===== src/common/otp_lock_params.svh =====
`ifndef OTP_LOCK_PARAMS_SVH
`define OTP_LOCK_PARAMS_SVH
`define LOCK_READ_OPCODE    8'h2B
`define LOCK_WRITE_OPCODE   8'h2F
`define WRITE_ENABLE_CMD_OPCODE         8'h06
`define STATUS_WRITE_OPCODE 8'h01
`define OTP_ENTER_OPCODE    8'hB1
`define OTP_EXIT_OPCODE     8'hC1
`define FACTORY_BIT_POS     0
`define CUSTOMER_BIT_POS    1
`define ERASED_BYTE         8'hFF
`define CLK_FREQ_KHZ        25000
`define POWERUP_DELAY_US    200
`define POWERUP_CYCLES      ((`POWERUP_DELAY_US * `CLK_FREQ_KHZ + 999) / 1000)
`endif


===== src/common/otp_lock_pkg.sv =====
package otp_lock_pkg;
  typedef enum logic [2:0] {
    ph_opcode,
    ph_read_out,
    ph_write_data,
    ph_write_done,
    ph_ignore
  } phase_type;
endpackage


===== src/common/serial_link_if.sv =====
interface serial_link_if;
  logic       frame_start;
  logic       frame_end;
  logic       rise;
  logic       fall;
  logic       data_in;
  logic       selected;
  modport sampler (output frame_start, frame_end, rise, fall, data_in, selected);
  modport user    (input  frame_start, frame_end, rise, fall, data_in, selected);
endinterface


===== src/verilog/serial_sampler.sv =====
module serial_sampler (
  input  wire logic   clk,
  input  wire logic   reset_n,
  input  wire logic   sclk,
  input  wire logic   cs_n,
  input  wire logic   sdi,
  serial_link_if.sampler link
);
  logic [1:0] sclk_sync;
  logic [1:0] cs_sync;
  logic [1:0] sdi_sync;
  logic       sclk_last;
  logic       cs_last;

  // Two-stage synchronisers, then one delay stage for edge detection.
  always_ff @(posedge clk or negedge reset_n) begin
    if (!reset_n) begin
      sclk_sync <= 2'b00;
      cs_sync   <= 2'b11;
      sdi_sync  <= 2'b00;
      sclk_last <= 1'b0;
      cs_last   <= 1'b1;
    end else begin
      sclk_sync <= {sclk_sync[0], sclk};
      cs_sync   <= {cs_sync[0], cs_n};
      sdi_sync  <= {sdi_sync[0], sdi};
      sclk_last <= sclk_sync[1];
      cs_last   <= cs_sync[1];
    end
  end

  // Edges are reported only from the second synchroniser stage.
  assign link.selected    = ~cs_sync[1];
  assign link.frame_start = cs_last & ~cs_sync[1];
  assign link.frame_end   = ~cs_last & cs_sync[1];
  assign link.rise        = sclk_sync[1] & ~sclk_last & ~cs_sync[1];
  assign link.fall        = ~sclk_sync[1] & sclk_last & ~cs_sync[1];
  assign link.data_in     = sdi_sync[1];
endmodule


===== src/verilog/otp_lock_core.sv =====
// Overview of operation
// - Lock register read answers anytime, even busy, repeating while clocked.
// - Bit 0 reports factory lock, fixed, host cannot change it.
// - Host sets bit 1 customer lock through lock register write.
// - After customer lock, lock bit and OTP area refuse all changes; the core holds no OTP area and guards only the lock bit.
// - In OTP mode main array access is blocked.
// - Lock register write needs no write enable latch.
// - Lock register write executes only if select rises on byte boundary.
// - After power-up the device is in standby, not deep power-down.
// - Power-on reset clears the write enable latch.
// - Delivered array is erased, every byte reads all ones.
// - In OTP mode status and lock register writes are rejected; the core decodes no status write and gates only lock register writes.
// - Enter and exit commands switch OTP mode on and off.
`include "otp_lock_params.svh"
module otp_lock_core
  import otp_lock_pkg::*;
#(
  parameter logic [7:0] LOCK_READ_OP   = `LOCK_READ_OPCODE,
  parameter logic [7:0] LOCK_WRITE_OP  = `LOCK_WRITE_OPCODE,
  parameter int         POWERUP_CYCLES = `POWERUP_CYCLES
) (
  input  wire logic clk,
  input  wire logic reset_n,
  input  wire logic sclk,
  input  wire logic cs_n,
  input  wire logic sdi,
  input  wire logic factory_locked,
  input  wire logic array_busy,
  output logic      sdo,
  output logic      sdo_oe,
  output logic      write_enable_latch,
  output logic      otp_mode,
  output logic      array_access_blocked,
  output logic      customer_lock_bit,
  output logic      standby,
  output logic      powerup_ready,
  output logic [7:0] erased_fill
);
  serial_link_if link ();

  serial_sampler sampler (
    .clk     (clk),
    .reset_n (reset_n),
    .sclk    (sclk),
    .cs_n    (cs_n),
    .sdi     (sdi),
    .link    (link)
  );

  phase_type  phase;
  logic [7:0] shift_in;
  logic [2:0] bit_count;
  logic [7:0] data_byte;
  logic [7:0] out_shift;
  logic       factory_bit;
  logic       strap_taken;
  logic [1:0] factory_sync;
  logic [1:0] strap_wait;
  logic [31:0] pu_count;

  // Reserved bits always read as zero.
  function automatic logic [7:0] lock_value(input logic fac, input logic cust);
    lock_value = {6'b00_0000, cust, fac};
  endfunction

  wire [7:0] next_shift_in = {shift_in[6:0], link.data_in};
  wire       byte_done     = link.rise && bit_count == 3'd7;
  wire [7:0] lock_reg      = lock_value(factory_bit, customer_lock_bit);
  wire       is_lock_read  = next_shift_in == LOCK_READ_OP;
  wire       is_lock_write = next_shift_in == LOCK_WRITE_OP;
  wire       is_write_enable_cmd       = next_shift_in == `WRITE_ENABLE_CMD_OPCODE;
  wire       is_enter      = next_shift_in == `OTP_ENTER_OPCODE;
  wire       is_exit       = next_shift_in == `OTP_EXIT_OPCODE;
  wire       on_boundary   = bit_count == 3'd0;
  wire       write_allowed = ~otp_mode & ~customer_lock_bit;
  wire       commit_write  = link.frame_end && phase == ph_write_done
                             && on_boundary && write_allowed;

  assign erased_fill          = `ERASED_BYTE;
  assign array_access_blocked = otp_mode;
  assign standby              = ~link.selected;
  assign powerup_ready        = pu_count >= POWERUP_CYCLES;

  // The strap pin passes two flip-flops before it is used.
  always_ff @(posedge clk or negedge reset_n) begin
    if (!reset_n) begin
      factory_sync <= 2'b00;
    end else begin
      factory_sync <= {factory_sync[0], factory_locked};
    end
  end

  // Factory lock strap is captured once, after the synchroniser has filled.
  always_ff @(posedge clk or negedge reset_n) begin
    if (!reset_n) begin
      factory_bit <= 1'b0;
      strap_taken <= 1'b0;
      strap_wait  <= 2'd0;
    end else if (!strap_taken) begin
      if (strap_wait == 2'd2) begin
        factory_bit <= factory_sync[1];
        strap_taken <= 1'b1;
      end else begin
        strap_wait <= strap_wait + 2'd1;
      end
    end
  end

  // Counts the host's wait before its first command after power-up.
  always_ff @(posedge clk or negedge reset_n) begin
    if (!reset_n) begin
      pu_count <= 32'h0000_0000;
    end else if (!powerup_ready) begin
      pu_count <= pu_count + 32'h0000_0001;
    end
  end

  // Bit counter and input shift register run on rising link edges.
  always_ff @(posedge clk or negedge reset_n) begin
    if (!reset_n) begin
      bit_count <= 3'd0;
      shift_in  <= 8'h00;
    end else if (link.frame_start) begin
      bit_count <= 3'd0;
      shift_in  <= 8'h00;
    end else if (link.rise) begin
      bit_count <= bit_count + 3'd1;
      shift_in  <= next_shift_in;
    end
  end

  // Command phase sequencing within one frame.
  always_ff @(posedge clk or negedge reset_n) begin
    if (!reset_n) begin
      phase     <= ph_opcode;
      data_byte <= 8'h00;
    end else if (link.frame_start) begin
      phase <= ph_opcode;
    end else if (byte_done) begin
      case (phase)
        ph_opcode: begin
          if (is_lock_read) begin
            phase <= ph_read_out;
          end else if (is_lock_write) begin
            phase <= ph_write_data;
          end else begin
            phase <= ph_ignore;
          end
        end
        ph_write_data: begin
          data_byte <= next_shift_in;
          phase     <= ph_write_done;
        end
        ph_write_done: phase <= ph_ignore;
        ph_read_out:   phase <= ph_read_out;
        ph_ignore:     phase <= ph_ignore;
        default:       phase <= ph_ignore;
      endcase
    end
  end

  // Customer lock is one-way: only set, never cleared.
  always_ff @(posedge clk or negedge reset_n) begin
    if (!reset_n) begin
      customer_lock_bit <= 1'b0;
    end else if (commit_write && data_byte[`CUSTOMER_BIT_POS]) begin
      customer_lock_bit <= 1'b1;
    end
  end

  // Write enable latch and OTP mode, decoded at the opcode boundary.
  always_ff @(posedge clk or negedge reset_n) begin
    if (!reset_n) begin
      write_enable_latch <= 1'b0;
      otp_mode           <= 1'b0;
    end else if (byte_done && phase == ph_opcode) begin
      if (is_write_enable_cmd) begin
        write_enable_latch <= 1'b1;
      end
      if (is_enter) begin
        otp_mode <= 1'b1;
      end else if (is_exit) begin
        otp_mode <= 1'b0;
      end
    end
  end

  // Register value shifts out MSB first on falling edges, repeating.
  always_ff @(posedge clk or negedge reset_n) begin
    if (!reset_n) begin
      out_shift <= 8'h00;
      sdo       <= 1'b0;
      sdo_oe    <= 1'b0;
    end else if (!link.selected) begin
      sdo_oe <= 1'b0;
      sdo    <= 1'b0;
    end else if (link.fall && phase == ph_read_out) begin
      sdo_oe <= 1'b1;
      if (bit_count == 3'd0) begin
        sdo       <= lock_reg[7];
        out_shift <= {lock_reg[6:0], 1'b0};
      end else begin
        sdo       <= out_shift[7];
        out_shift <= {out_shift[6:0], 1'b0};
      end
    end
  end

  // array_busy is accepted but never gates the register read.
  wire unused_busy = array_busy;
endmodule


===== config.mk =====
export PLATFORM = sky130hd
export DESIGN_NAME = otp_lock_core
export DESIGN_NICKNAME = d
export VERILOG_FILES = /design/src/common/otp_lock_pkg.sv /design/src/common/serial_link_if.sv /design/src/verilog/serial_sampler.sv /design/src/verilog/otp_lock_core.sv
export VERILOG_INCLUDE_DIRS = /design/src /design/src/common
export SDC_FILE = /design/constraint.sdc
export NUM_CORES = 1
export LEC_CHECK = 0
export BUFFER_PORTS_ARGS = -buffer_cell sky130_fd_sc_hd__buf_2
export CAP_MARGIN = 20
export CORE_MARGIN = 8
export CORE_UTILIZATION = 45
export DETAILED_ROUTE_END_ITERATION = 6
export GPL_ROUTABILITY_DRIVEN = 0
export PLACE_DENSITY_LB_ADDON = 0.2
export SYNTH_ARGS = -nofsm -noshare
export SYNTH_HDL_FRONTEND = slang
export SYNTH_SLANG_ARGS = --single-unit

===== constraint.sdc =====
create_clock -name clk -period 5.19 [get_ports clk]
set_input_delay 0.7785 -clock clk [delete_from_list [all_inputs] [get_ports clk]]
set_output_delay 0.7785 -clock clk [all_outputs]
set_load 0.03 [all_outputs]

# Word-level counts from Yosys, hierarchy flattened
# Cells that the tools add are included.
# word_totals
elab_cells,88
in_bits,7
output_inout_bits,16
reg_bits,74
# op_classes
n_mux,19
n_lt_le_gt_ge,1
eq_ne,10
n_bitwise,16
addsub,3
n_reduce_logical,19
# op_table
cell,count
$add A32 B1 Y32 const B,1
$ge A32 B13 Y1 const B,1
$mux W3,6
$eq A8 B6 Y1 const B,2
$eq A8 B8 Y1 const B,2
$mux W7,2
$reduce_and A2 Y1,5
$mux W1,9
$not A1 Y1,9
$pmux W3 S3,1
$eq A8 B3 Y1 const B,1
$mux W8,1
$reduce_bool A2 Y1,4
$and A1 B1 Y1,7
$logic_and A1 B1 Y1,7
$eq A3 B2 Y1 const B,2
$logic_not A3 Y1,2
$add A3 B1 Y3 const B,1
$eq A3 B1 Y1 const B,1
$eq A3 B3 Y1 const B,1
$reduce_and A3 Y1,1
$add A2 B1 Y2 const B,1
$eq A2 B2 Y1 const B,1

# Longest topological paths before layout
# Gate-level depths: netlist of the first run.
# logic_depth
ltp_word,6
ltp_mapped,7
depth_no_buf,7

# By module
# Synthesis of the first run repeated with hierarchy kept, for this count alone.
# hier_totals
cells_unflattened,256
hier_area_um2,2946.6
# by_module_without_submodules
mod,seq_area_each_um2,cells_per_inst,area_per_inst_um2,n_inst
otp_lock_core,1601.5,243,2710.1,1
serial_sampler,203.9,13,236.5,1

# Least setup slack after synthesis of the first run
# Ideal clock, no wire load.
# synth_timing
kind,flip-flop to output port
startpoint,register pu_count[18]
endpoint,output powerup_ready
required_ns,4.411
slack_ns,3.038
stages_incl_launch_ff,6
arrival_ns,1.374
n_path_buf,1
cell_sequence,dfrtp_1 > nor4_4 > nand4_2 > nor3_4 > buf_6 > inv_1
# synth_between
elab_chain_cells,1
# synth_rtl
item,line,source
from (decl),otp_lock_core.sv:59,logic [31:0] pu_count;
from (signal assigned),otp_lock_core.sv:114,pu_count <= pu_count + 32'h0000_0001;
$ge A32 B13 Y1,otp_lock_core.sv:82,assign powerup_ready = pu_count >= POWERUP_CYCLES;
to (decl),otp_lock_core.sv:36,"output logic powerup_ready,"
# No other way between the ends.

# Final worst setup path of the first run
# Ends and elaborated chain as after synthesis.

==> results_dict.tcl, run 1 <==
set metrics [dict create \
    status "completed" \
    cts_sinks 72 \
    crit_fanout 13 \
    drt_iter0_drc 41 \
    cts_buffers 9 \
    cp.arrival_ns 2.07 \
    ys_async_sr_fraction 1.00 \
    ant_nets 0 \
    cap_viol_max_count 0 \
    syn_area_per_cell_um2 11.3 \
    yosysSeqAreaShare 0.590 \
    clock.fmax_ghz 0.351 \
    rsz0062_at_grt "false" \
    synthToLayoutAreaGrowth_pct 6.42 \
    ys_seq_elements 72 \
    firstDrtPassIters 4 \
    drive_gt1_frac 0.191 \
    fin_skew_ns 0.0160 \
    clk_latency_ns 0.35 \
    worst_ep_required_time_ns 4.41 \
    wl_mm 4.68 \
    met2_length_mm 2.12 \
    via_per_inst 4.90 \
    start_kind "register" \
    final_core_util 0.487 \
    yosysUniqueCellTypes 49 \
    fin_crit_sh 0.549 \
    grt_pass1_wl_mm 8.08 \
    grt_pass1_vias 1747 \
    ios 23 \
    top_layer "met4" \
    grtUsageTotal 0.105 \
    r2r_slack_ns 3.25 \
    setup-tns-final_ns 0 \
    path_clk_slew_ns 0.09 \
    dieHeight_um 98.5 \
    post-dp-hpwl_mm 3.16 \
    clockBufferDepth 2 \
    wl_per_cell_um 13.3 \
    synth-edff-count 0 \
    power_density_nw_per_um2 316 \
    setup_viol 0 \
    htreeDepth 3 \
    overflow 0 \
    p_leak_nw 1.50 \
    path_class "reg2out" \
    synth_area_leaders "dfrtp_1 56%, nand2_1 4.3%, xnor2_1 3.1%" \
    yosys.area.top_type "dfrtp_1" \
    syn-instance-count 271 \
    drc 0 \
    post_cts_buffers 0 \
    wl_met3_um 160 \
    yosysMostFrequentCell "dfrtp_1" \
    relSlewSlack 0.479 \
    cts_tree "done" \
    fp.dieArea_um2 9690 \
    tightest_slew_ns 0.782 \
    wl_met1_mm 2.27 \
    postCtsHoldBufs 0 \
    hold_path_depth 0 \
    rows 30 \
    syn_area_um2 3060 \
    vias 1725 \
    io_buffers 13 \
    drv_slew 0 \
    min_period_ns 2.85 \
    cts-root-buf "clkbuf_8" \
    grt_max_degree 38 \
    final_cells 352 \
    antenna_found_initial 0 \
    start_util 0.458 \
    ir_drop_mv 0.122 \
    design_area_um2 3260 \
    synthTopCellsByCount "69 x dfrtp_1, 35 x nand2_1, 24 x clkbuf_1" \
    fp.dieW_um 98.5 \
    dp.cells 336 \
    ys_warn_count 0 \
    hold_viol_final 0 \
    r2r_cells 5 \
    core_um2 6680 \
    placed_area_um2 3070 \
    worstSetupEndpointType "output pin" \
    num-nets-final 280 \
    yosys_most_used_dff "dfrtp_1" \
    antenna_cells 0 \
    synth_top_area_frac 0.564 \
    p_total_w 0.00103 \
    hold_class "reg2reg" \
    post_cts_resized 0 \
]
-- layout by cell type (no fill, tap or decap), types with 2 or more instances in the layout --
cell type / netlist / final
nor4_2: 2 / 2
inv_6: 0 / 3
clkbuf_8: 0 / 9
buf_2: 0 / 13
clkinvlp_4: 0 / 2
nand3_1: 3 / 3
nor4_1: 2 / 2
dfrtp_1: 69 / 69
nor4_4: 2 / 2
conb_1: 1 / 8
nand3_2: 3 / 3
nand3b_1: 4 / 4
xnor2_1: 11 / 11
nor2_1: 11 / 11
nor4b_1: 2 / 2
nand4_1: 7 / 7
nor2b_1: 3 / 3
nand2b_1: 2 / 2
ha_1: 6 / 6
and2_1: 3 / 3
nand2_1: 35 / 35
a31o_2: 2 / 2
o21ai_0: 14 / 14
dfstp_2: 3 / 3
nor3_1: 3 / 3
o31ai_1: 5 / 5
inv_1: 13 / 13
a21oi_1: 9 / 9
-- logic make-up (layout without fill, tap and decap cells) --
group	after synthesis	in the layout	share of synthesized area
AOI/OAI and AO/OA	34	34	0.0671
xor gates and xnor gates	13	13	0.0397
adders and majority gates	6	6	0.0245
buffers and inverters	49	43	0.0773
DFF	72	72	0.590
muxes	2	2	0.00695
other	1	8	0.00123
and+or+nand+nor	94	94	0.193
-- sequential cells by signal, indices dropped and copies added, names as in the netlist, 2 cells and up --
name,cells
pu_count,32
out_shift,7
shift_in,7
bit_count,3
phase,3
factory_sync,2
sampler.cs_sync,2
sampler.sclk_sync,2
sampler.sdi_sync,2
strap_wait,2
-- path summary, 6_finish.rpt --
path,startpoint,endpoint
min in group asynchronous,reset_n,out_shift[6]$_DFFE_PN0P_
max in group asynchronous,reset_n,pu_count[26]$_DFFE_PN0N_
min,factory_sync[0]$_DFF_PN0_,factory_sync[1]$_DFF_PN0_
max,pu_count[18]$_DFFE_PN0N_,powerup_ready
min reg2reg,factory_sync[0]$_DFF_PN0_,factory_sync[1]$_DFF_PN0_
max reg2reg,pu_count[18]$_DFFE_PN0N_,pu_count[8]$_DFFE_PN0N_
-- power breakdown --
group	leakage (nW)	total (W)	switching, W	internal [W]
Combinational	0.463	0.0000413	0.0000316	0.00000968
Clock	0.0888	0.000412	0.000230	0.000182
Sequential	0.951	0.000575	0.00000694	0.000568
Total	1.50	0.00103	0.000268	0.000761
-- critical path: stages (launching register included) --
cell	delay, ns
dfrtp_1	0.41
nor4_4	0.30
nand4_2	0.19
nor3_4	0.56
inv_1	0.08
buf_2	0.19
-- stage by stage --
stage	worst slack [ns]	hold slack [ns]
after floorplan	3.04	0.331
after global placement	2.67	0.334
after detailed placement	2.66	0.336
after CTS	2.28	0.338
after global routing	2.15	0.345
final	2.34	0.332
-- per-layer routing --
metal,GRT usage,vias to the layer above
li1,-,870
met1,0.130,826
met2,0.157,17
met3,0.0303,12
met4,0.0673,0
met5,0,-
-- area by class of cell --
type | instances | area, µm²
Multi-Input combinational cell | 157 | 1040
Clock inverter | 7 | 61.3
Clock buffer | 9 | 124
Sequential cell | 72 | 1810
Tap cell | 80 | 100
Timing Repair Buffer | 14 | 72.6
Fill cell | 598 | 3430
Inverter | 13 | 48.8
Power figures use the tool's default switching activity.
==> run 2: changes to the inputs <==
clock period = 2.6 ns   (was 5.19 ns; I/O delays follow)
==> run 2 against run 1 <==
Compared with the run above: hold slack got worse by 0.26 ns; die area stayed put; via count up 2.1%; combinational power increased by 100%; largest cell class unchanged.
==> results_dict.tcl, run 2 (synthesis gave the netlist of run 1 again) <==
set metrics [dict create \
    wl_mm 4.54 \
    status "completed" \
    largest_reg_flops 32 \
    setup-tns-final_ns 0 \
    p_leak_nw 1.53 \
    min_period_ns 2.25 \
    drt_iter0_drc 55 \
    power_density_nw_per_um2 657 \
    final_cells 352 \
    cts_sinks 72 \
    relSlewSlack 0.575 \
    rows 30 \
    ant_nets 0 \
    p_int_w 0.00169 \
    num-nets-final 281 \
    post-dp-hpwl_mm 3.09 \
    post_cts_resized 0 \
    clock.fmax_ghz 0.445 \
    setup_viol 0 \
    power.switching_w 0.000474 \
    fin_crit_sh 0.865 \
    overflow 0 \
    cts_tree "done" \
    post_cts_buffers 0 \
    start_util 0.458 \
    via_per_inst 5.00 \
    slowest_stage "dfrtp_1" \
    synthToLayoutAreaGrowth_pct 7.85 \
    dieHeight_um 98.5 \
    dp_slack_ns 0.668 \
    cp_slowest_stage_delay_ns 0.41 \
    firstDrtPassIters 4 \
    layout_commonest_cell "dfrtp_1" \
    rsz0062_at_grt "false" \
    critical_path.top_delay_family "simple AND/OR/NAND/NOR gates" \
    cts-root-buf "clkbuf_8" \
    p_sw_frac 0.219 \
    path_cells "nor4_4 -> nand4_2 -> nor3_4 -> inv_1 -> buf_2" \
    crit_fanout 7 \
    start_kind "register" \
    grt_pass1_wl_mm 8.07 \
    fin_skew_ns 0.0116 \
    cts_buffers 9 \
    path_clk_slew_ns 0.08 \
    fp.dieW_um 98.5 \
    seq_power_share 0.530 \
    hold_class "in2async" \
    tightest_slew_ns 0.638 \
    drive_gt1_frac 0.188 \
    grtUsageTotal 0.103 \
    cp.arrival_ns 1.86 \
    clockBufferDepth 2 \
    largest-register "pu_count" \
    r2r_cells 6 \
    crit_buf_inv 2 \
    top_regs "pu_count: 32 flops, out_shift: 7 flops, shift_in: 7 flops" \
    pwr-share-clk 0.431 \
    path_class "reg2out" \
    ios 23 \
    antenna_cells 0 \
    power_frac_comb 0.039 \
    drv_slew 0 \
    grt_pass1_vias 1723 \
    cp.depth 5 \
    worst_ep_required_time_ns 2.21 \
    ir_drop_mv 0.328 \
    final_cell_mix "69 x dfrtp_1, 35 x nand2_1, 14 x o21ai_0, 13 x inv_1, 13 x buf_2" \
    fillers 600 \
    wl_per_cell_um 12.9 \
    io_buffers 13 \
    htreeDepth 3 \
    core_um2 6680 \
    worstSetupEndpointType "output pin" \
    grt_max_degree 46 \
    fp.dieArea_um2 9690 \
    fin_ws_ns 0.351 \
    hold_viol_final 0 \
    clk_latency_ns 0.33 \
    dp.cells 337 \
    postCtsHoldBufs 0 \
    drc 0 \
    antenna_found_initial 0 \
    cap_viol_max_count 0 \
    vias 1761 \
]
run 2: path summary, 6_finish.rpt:
kind | end | start | slack (ns)
worst max-delay path | powerup_ready | pu_count[18]$_DFFE_PN0N_ | 0.35
max in group asynchronous | pu_count[22]$_DFFE_PN0N_ | reset_n | 1.88
min in group clk | sampler.sdi_sync[0]$_DFF_PN0_ | sdi | 0.16
worst min-delay path | phase[1]$_DFFE_PN0P_ | reset_n | 0.07
worst max register to register | pu_count[3]$_DFFE_PN0N_ | pu_count[18]$_DFFE_PN0N_ | 0.71
worst min register to register | factory_sync[1]$_DFF_PN0_ | factory_sync[0]$_DFF_PN0_ | 0.35
run 2: metal layers:
layer  global-route usage  vias to the layer above  part of all wire
met5                    0                        -                 0
met3               0.0324                       10             0.044
met4               0.0567                        0             0.020
li1                     -                      875                 -
met1                0.132                      849              0.47
met2                0.152                       27              0.46
run 2: through the flow:
stage / hold WS (ns) / util / power (W) / cell area (µm²)
6_report: 0.0746 / 0.494 / 0.00217 / 3300
5_1_grt: 0.109 / 0.494 / 0.00227 / 3300
4_1_cts: 0.0854 / 0.494 / 0.00221 / 3300
3_5_place_dp: 0.340 / 0.463 / 0.00126 / 3090
3_3_place_gp: 0.334 / 0.463 / 0.00126 / 3090
2_1_floorplan: 0.0944 / - / 0.00123 / 3090
run 2: layout make-up:
class                   count  area, µm²  area share
clock buffers              10        128      0.0387
clock inverters             5       81.3      0.0246
inverters                  13       48.8      0.0148
multi-input cells         157       1040       0.316
flip-flops and latches     72       1810       0.547
well taps                  80        100      0.0303
repair buffers             15       92.6      0.0281
run 2: power groups by stage:
stage / Clock (W) / Sequential (W) / Combinational (W)
2_1_floorplan: 0 / 0.00117 / 0.0000596
3_3_place_gp: 0 / 0.00117 / 0.0000862
3_5_place_dp: 0 / 0.00117 / 0.0000868
4_1_cts: 0.000974 / 0.00115 / 0.0000871
5_1_grt: 0.00102 / 0.00115 / 0.0000961
6_report: 0.000934 / 0.00115 / 0.0000838
